--- src/rtl/cps_defs.svh ---
// constants of the cell protection state machine
// assumes a 100 MHz system clock and an internal oscillator near 3.5 kHz
`ifndef CPS_DEFS_SVH
`define CPS_DEFS_SVH
`define CPS_CLK_HZ 100000000
`define CPS_OSC_HZ 3500
`define CPS_DIV_CYCLES (`CPS_CLK_HZ / `CPS_OSC_HZ)
`define CPS_OVERCHARGE_DELAY_US 100000
`define CPS_OVERDISCHARGE_DELAY_US 25000
`define CPS_OVERCURRENT_DELAY_US 10000
`define CPS_SHORT_CIRCUIT_DELAY_US 500
`define CPS_TICKS(us) (((us) * `CPS_OSC_HZ + 999999) / 1000000)
`define CPS_CNT_W 9
`endif

--- src/rtl/cps_pkg.sv ---
// types of the cell protection state machine
// assumes cps_defs.svh supplies the numeric constants
package cps_pkg;
  // gray coded along normal -> overdischarge -> power-down
  typedef enum logic [2:0] {
    ST_NORMAL = 3'h0,
    ST_OVERCHARGE = 3'h1,
    ST_OVERCURRENT = 3'h3,
    ST_OVERDISCHARGE = 3'h2,
    ST_POWERDOWN = 3'h6,
    ST_ABNORMAL_CHARGE = 3'h7,
    ST_SHORT_CIRCUIT = 3'h4
  } cps_state_t;

  // comparator results, 1 = condition true
  typedef struct packed {
    logic cellAboveOvercharge;
    logic cellAboveOverchargeRelease;
    logic cellBelowOverdischarge;
    logic cellAboveOverdischargeRelease;
    logic cellAboveZeroVoltInhibit;
    logic senseBelowChargerDetect;
    logic senseAboveOvercurrent;
    logic senseAboveShortCircuit;
    logic senseNearSupply;
  } cps_cmp_t;

  typedef struct packed {
    logic dischargeGateOut;
    logic chargeGateOut;
    logic chargeInhibit;
    logic powerDown;
    logic abnormalCharge;
  } cps_out_t;

  typedef struct packed {
    cps_cmp_t sync1;
    cps_cmp_t sync2;
    cps_state_t state;
    logic [14:0] divCnt;
    logic tick;
    logic [8:0] overchargeCnt;
    logic [8:0] overdischargeCnt;
    logic [8:0] overcurrentCnt;
    logic [8:0] shortCnt;
    logic [8:0] abnormalCnt;
    logic pdReleased;
    cps_out_t out;
  } cps_regs_t;
endpackage

--- src/rtl/cps_fsm.sv ---
// cell protection state machine: comparators in, fet gate levels out
// assumes comparator inputs are asynchronous levels from the analog front
`timescale 1ns/1ns
`default_nettype none
`include "cps_defs.svh"
module cps_fsm #(
  parameter int DIV_CYCLES = `CPS_DIV_CYCLES
) (
  input wire logic clock,
  input wire logic resetn,
  input wire cps_pkg::cps_cmp_t cmpIn,
  output cps_pkg::cps_out_t gates
);
  localparam int CW = `CPS_CNT_W;
  localparam logic [CW-1:0] T_OVERCHARGE =
    CW'(`CPS_TICKS(`CPS_OVERCHARGE_DELAY_US));
  localparam logic [CW-1:0] T_OVERDISCHARGE =
    CW'(`CPS_TICKS(`CPS_OVERDISCHARGE_DELAY_US));
  localparam logic [CW-1:0] T_OVERCURRENT =
    CW'(`CPS_TICKS(`CPS_OVERCURRENT_DELAY_US));
  localparam logic [CW-1:0] T_SHORT =
    CW'(`CPS_TICKS(`CPS_SHORT_CIRCUIT_DELAY_US));
  localparam logic [14:0] DIV_LAST = 15'(DIV_CYCLES - 1);

  cps_pkg::cps_regs_t r_q;
  cps_pkg::cps_regs_t r_d;
  cps_pkg::cps_cmp_t c;

  // counts ticks while cond holds, restarts at zero when it drops
  function automatic logic [CW-1:0] delayCount(input logic cond,
      input logic tick, input logic [CW-1:0] cnt, input logic [CW-1:0] lim);
    logic [CW-1:0] n;
    n = '0;
    if (cond) begin
      n = cnt;
      if (tick && cnt < lim) begin
        n = cnt + 1'b1;
      end
    end
    return n;
  endfunction

  assign c = r_q.sync2;
  assign gates = r_q.out;

  always_comb begin
    r_d = r_q;
    r_d.sync1 = cmpIn;
    r_d.sync2 = r_q.sync1;
    // internal oscillator replaces an external timing capacitor
    r_d.tick = 1'b0;
    if (r_q.divCnt == DIV_LAST) begin
      r_d.divCnt = '0;
      r_d.tick = 1'b1;
    end else begin
      r_d.divCnt = r_q.divCnt + 15'h0001;
    end
    r_d.overchargeCnt = delayCount(r_q.state == cps_pkg::ST_NORMAL &&
      c.cellAboveOvercharge, r_q.tick, r_q.overchargeCnt, T_OVERCHARGE);
    r_d.overdischargeCnt = delayCount(c.cellBelowOverdischarge &&
      (r_q.state == cps_pkg::ST_NORMAL ||
       r_q.state == cps_pkg::ST_OVERCURRENT ||
       r_q.state == cps_pkg::ST_SHORT_CIRCUIT),
      r_q.tick, r_q.overdischargeCnt, T_OVERDISCHARGE);
    r_d.overcurrentCnt = delayCount(r_q.state == cps_pkg::ST_NORMAL &&
      c.senseAboveOvercurrent, r_q.tick, r_q.overcurrentCnt, T_OVERCURRENT);
    // timing runs only while both overcurrent and short levels are seen
    r_d.shortCnt = delayCount(r_q.state == cps_pkg::ST_NORMAL &&
      c.senseAboveOvercurrent && c.senseAboveShortCircuit,
      r_q.tick, r_q.shortCnt, T_SHORT);
    // armed only while the discharge gate is driven high
    r_d.abnormalCnt = delayCount(r_q.state == cps_pkg::ST_NORMAL &&
      r_q.out.dischargeGateOut && c.senseBelowChargerDetect,
      r_q.tick, r_q.abnormalCnt, T_OVERCHARGE);

    case (r_q.state)
      cps_pkg::ST_NORMAL: begin
        r_d.pdReleased = 1'b0;
        if (r_q.shortCnt == T_SHORT) begin
          r_d.state = cps_pkg::ST_SHORT_CIRCUIT;
        end else if (r_q.overcurrentCnt == T_OVERCURRENT) begin
          r_d.state = cps_pkg::ST_OVERCURRENT;
        end else if (r_q.overdischargeCnt == T_OVERDISCHARGE) begin
          r_d.state = cps_pkg::ST_OVERDISCHARGE;
        end else if (r_q.overchargeCnt == T_OVERCHARGE) begin
          r_d.state = cps_pkg::ST_OVERCHARGE;
        end else if (r_q.abnormalCnt == T_OVERCHARGE) begin
          r_d.state = cps_pkg::ST_ABNORMAL_CHARGE;
        end
      end
      cps_pkg::ST_OVERCHARGE: begin
        if (!c.cellAboveOverchargeRelease) begin
          r_d.state = cps_pkg::ST_NORMAL;
        end
      end
      cps_pkg::ST_OVERCURRENT, cps_pkg::ST_SHORT_CIRCUIT: begin
        if (r_q.overdischargeCnt == T_OVERDISCHARGE) begin
          r_d.state = cps_pkg::ST_POWERDOWN;
        end else if (!c.senseAboveOvercurrent) begin
          r_d.state = cps_pkg::ST_NORMAL;
        end
      end
      cps_pkg::ST_OVERDISCHARGE: begin
        if (r_q.pdReleased && !c.cellBelowOverdischarge) begin
          r_d.state = cps_pkg::ST_NORMAL;
        end else if (c.senseBelowChargerDetect &&
            !c.cellBelowOverdischarge) begin
          r_d.state = cps_pkg::ST_NORMAL;
        end else if (!c.senseBelowChargerDetect &&
            c.cellAboveOverdischargeRelease) begin
          r_d.state = cps_pkg::ST_NORMAL;
        end else if (!r_q.pdReleased && c.senseNearSupply) begin
          r_d.state = cps_pkg::ST_POWERDOWN;
        end
      end
      cps_pkg::ST_POWERDOWN: begin
        if (!c.senseNearSupply) begin
          r_d.state = cps_pkg::ST_OVERDISCHARGE;
          r_d.pdReleased = 1'b1;
        end
      end
      cps_pkg::ST_ABNORMAL_CHARGE: begin
        if (!c.senseBelowChargerDetect) begin
          r_d.state = cps_pkg::ST_NORMAL;
        end
      end
      default: begin
        r_d.state = cps_pkg::ST_NORMAL;
      end
    endcase

    // gate levels follow the next state so they change with it
    r_d.out.dischargeGateOut = (r_d.state == cps_pkg::ST_NORMAL ||
      r_d.state == cps_pkg::ST_OVERCHARGE ||
      r_d.state == cps_pkg::ST_ABNORMAL_CHARGE);
    r_d.out.chargeInhibit = !c.cellAboveZeroVoltInhibit;
    r_d.out.chargeGateOut = c.cellAboveZeroVoltInhibit &&
      r_d.state != cps_pkg::ST_OVERCHARGE &&
      r_d.state != cps_pkg::ST_ABNORMAL_CHARGE;
    r_d.out.powerDown = r_d.state == cps_pkg::ST_POWERDOWN;
    r_d.out.abnormalCharge = r_d.state == cps_pkg::ST_ABNORMAL_CHARGE;
  end

  // reset leaves the cell in normal with gates off until first update
  always_ff @(posedge clock or negedge resetn) begin
    if (!resetn) begin
      r_q <= '0;
    end else begin
      r_q <= r_d;
    end
  end
endmodule
`default_nettype wire

--- config.mk ---
export PLATFORM = sky130hd
export DESIGN_NAME = cps_fsm
export DESIGN_NICKNAME = d
export VERILOG_FILES = /design/src/rtl/cps_pkg.sv /design/src/rtl/cps_fsm.sv
export VERILOG_INCLUDE_DIRS = /design/src /design/src/rtl
export SDC_FILE = /design/constraint.sdc
export NUM_CORES = 1
export LEC_CHECK = 0
export BUFFER_PORTS_ARGS = -buffer_cell sky130_fd_sc_hd__buf_2
export CAP_MARGIN = 20
export CORE_ASPECT_RATIO = 1.2
export CORE_MARGIN = 5
export CORE_UTILIZATION = 61
export CTS_CLUSTER_DIAMETER = 120
export DETAILED_ROUTE_END_ITERATION = 8
export GPL_TIMING_DRIVEN = 1
export PLACE_DENSITY = 0.79
export SYNTH_ARGS = -nofsm -noshare
export SYNTH_HDL_FRONTEND = slang
export SYNTH_SLANG_ARGS = --single-unit
--- constraint.sdc ---
create_clock -name clock -period 2.3 [get_ports clock]
set_clock_uncertainty 0.05 [all_clocks]
set_input_delay 0.115 -clock clock [delete_from_list [all_inputs] [get_ports clock]]
set_output_delay 0.115 -clock clock [all_outputs]
set_load 0.02 [all_outputs]
==> results.md <==
- Status: finished clean
- TNS Setup: 0 ns
- Maximum VDD drop: ~0.51 mV
- WL final: between 6000 and 7000 microns
- Hold Crit Class: in -> async
- Period utilization: ~90%
- Via Count: roughly 2700
- Routed Antenna Nets: 0
- Combinational power share: ~2.9%
- Area growth syn-to-layout: 12.2%
- Synth warn: 0
- Critical path capture point type: flip-flop
- Dpl cell area: 4110 sq um
- CP arrival: 2.31 ns
- Row cnt: 32
- IO buf count: 15
- Global Route Usage Sum: 18.2%
- Slew at the pin closest to its max-slew limit: around 0.63 ns
- # Post-CTS Setup Buffers: 0
- Crit path depth: 9
- Clock power share: about 40%
- CTS root buffer: clkbuf_8
- Core ar.: 6370 sq um
- Max Fclk: a little under 500 MHz
- Syn Area/Cell: between 10 and 15 sq um
- Max_slew headroom: between 50% and 60%
- Routed wire length per instance: ~14 microns
- # Max-Cap Violations: 0
- First-pass GRT wire length: approximately 12000 microns
- Crit-path cells: inv_1, ha_1, nand4b_1, nor3b_2, o211ai_1, a221oi_4, inv_2, nor3_2, o21bai_2
- # H-tree levels: 3
- Unrepaired setup endpoints after global routing: false
- Library cells used by synthesis: 58
- Crit path kind: reg -> reg
- Hold Slack: approximately 0.28 ns
- Die Width: roughly 83 microns
- Number of global-route vias before repair: 2804
- Synthesized area: 3950 sq um
- Tot Pwr: around 0.0028 W
- Synth area leaders: dfrtp_1 (56%), nor2_1 (5.6%), xor2_1 (5.3%)
- Lkg Pwr: 2.09 nW
- Ys async rst share: 100%
- CTS clk-pin slew, worst paths: approximately 0.080 ns
- Register area share after synthesis: 55.8%
- Share of cells above drive strength 1: around an eighth
- WP buf/inv: 2
- DRC: 0
- Worst setup SP type: flip-flop
- IO Pins: 16
- Clock latency at the later pin of the worst-skew pair: roughly 0.35 ns
- Post-route cell area: approximately 4400 sq um
- Most used DFF post-synth: dfrtp_1
- Pins Over Slew Limit: 0
- Required @ worst endpoint: approximately 2.5 ns
- Switch share: between 20% and 30%
- Worst Path Max Fanout: 6
- Minimum clock period: between 2 and 2.5 ns
- CP max stage cell: dfrtp_1
- Reg2reg path depth: 9
- Switching power: between 0.0005 and 0.0006 W
- Initial Utilization: 62.0%
- Crit-path leading delay family: compound AO/OA/AOI/OAI gates
- EDFF count, synth: 0
- Most frequent cells in the layout: dfrtp_1 (88), nor2_1 (59), xor2_1 (24)
- DR vias/cell: between 5 and 6
- Most common cell after layout, fill and taps aside: dfrtp_1
- DRT iter0 DRCs: 90
- Final setup violation count: 0
- Pin count of the biggest net entering global routing: 52
- Synthesized flop and latch total: between 80 and 90
- Sequential share of power: roughly 57%
- Routability cong.: 0.841
- Fin. Hold Viols: 0
- Post-synth top area share: between 50 and 60%
- Total gr overflow: 0
- Syn Nets: between 300 and 400
- TritonCTS clock tree: yes
- Synth Instances: 360
- Initial antenna violation count: 0
- Total CTS buffers: 9
- Largest stage delay, worst path: between 0.4 and 0.5 ns
- Diode count: 0
- Pwr per Cell Area: a little over 600 nW/um^2
- Yosys top cell by area: dfrtp_1
- Pre-Repair DR Iteration Count: 4
- Die ar.: just over 8000 sq um
- NumNets Final: a little over 400
- Clock sinks: 88
- CTS Buffer Depth: 2
- Detailed placer's ending HPWL: between 4000 and 5000 microns
- Internal power: roughly 0.0022 W
- Die height: between 90 and 100 microns
[final timing paths]
kind / from / endpoint / slack (ns)
min in group clock: r_d[72]$_DFF_PN0_ / c[2]$_DFF_PN0_ / 0.30
worst min register to register: r_d[72]$_DFF_PN0_ / c[2]$_DFF_PN0_ / 0.30
worst max register to register: r_q[42]$_DFFE_PN0P_ / gates[4]$_DFF_PN0_ / 0.22
worst min-delay path: resetn / r_q[46]$_DFFE_PN0P_ / 0.28
max in group asynchronous: resetn / r_q[32]$_DFFE_PN0P_ / 1.29
worst max-delay path: r_q[42]$_DFFE_PN0P_ / gates[4]$_DFF_PN0_ / 0.22
[timing repair]
action / 4_1_cts / 5_1_grt
endpoints found under the hold margin: 59 / 0
endpoints found under the setup margin: 0 / 2
hold buffers: 10 / 0
resized for setup: 0 / 1
[per-stage QoR]
step	cells	worst slack, ns	utilization, %
after floorplan	360	0.424	-
after global placement	454	0.281	64.6
after detailed placement	454	0.151	64.6
after CTS	480	0.109	69.5
after global routing	480	0.0446	69.5
final	480	0.220	69.5
[synthesized netlist by cell type (2+ instances only)]
cell type and count:
a211oi_1 2, a21oi_1 5, a31oi_1 2, a41oi_1 5
and2_1 2, and3_1 16, and4_1 2, buf_2 4
buf_4 5, dfrtp_1 88, ha_1 11, inv_1 17
mux2i_1 2, nand2_1 23, nand3_1 7, nand4_1 17
nand4b_1 3, nor2_1 59, nor2b_1 3, nor3_1 3
nor3_2 2, nor3b_1 3, o211ai_1 2, o21ai_0 9
o221ai_1 2, xnor2_1 11, xor2_1 24
[layer usage]
layer,share of wire (%),global-route usage (%),vias up,wire [microns]
met5,0,0,-,0
met4,1.3,6.93,0,89
met3,2.6,3.63,10,177
met2,52,31.7,34,3530
met1,44,22.5,1322,3020
li1,-,-,1300,-
[layout make-up]
type | count | area [sq um]
clock buffer | 11 | 151
clock inverter | 5 | 60.1
fill | 491 | 1940
inverter | 18 | 67.6
multi-input combinational | 244 | 1620
sequential | 88 | 2200
tap | 85 | 106
timing repair buffer | 29 | 220
[power by group through the flow]
stage,Clock (W),Sequential (W),Combinational [W]
2_1_floorplan,0,0.00160,0.0000215
3_5_place_dp,0,0.00160,0.0000679
4_1_cts,0.00113,0.00157,0.0000820
6_report,0.00111,0.00157,0.0000794
3_3_place_gp,0,0.00160,0.0000668
5_1_grt,0.00120,0.00158,0.0000914
[kinds of logic (layout without fill, tap and decap cells)]
logic type / after synthesis / after routing / share of synthesized area, %
AND/OR/NAND/NOR: 154 / 154 / 20.5
flip-flops: 88 / 88 / 55.8
AO/OA/AOI/OAI: 42 / 42 / 8.66
XOR/XNOR: 35 / 35 / 7.77
buffers and inverters: 28 / 63 / 3.27
adder cells (fa/ha/maj): 11 / 11 / 3.49
multiplexers: 2 / 2 / 0.507
[registers in the layout, indices dropped and copies added, names as in the netlist]
| name | flops |
|---|---|
| r_d | 9 |
| r_q | 65 |
| c | 9 |
| gates | 5 |
[worst register-to-register path: stages (launching register included)]
cell	delay (ns)
dfrtp_1	0.45
inv_1	0.08
ha_1	0.15
nand4b_1	0.12
nor3b_2	0.27
o211ai_1	0.19
a221oi_4	0.32
inv_2	0.09
nor3_2	0.17
o21bai_2	0.12
Note: power is estimated with default switching activity, not from simulation.
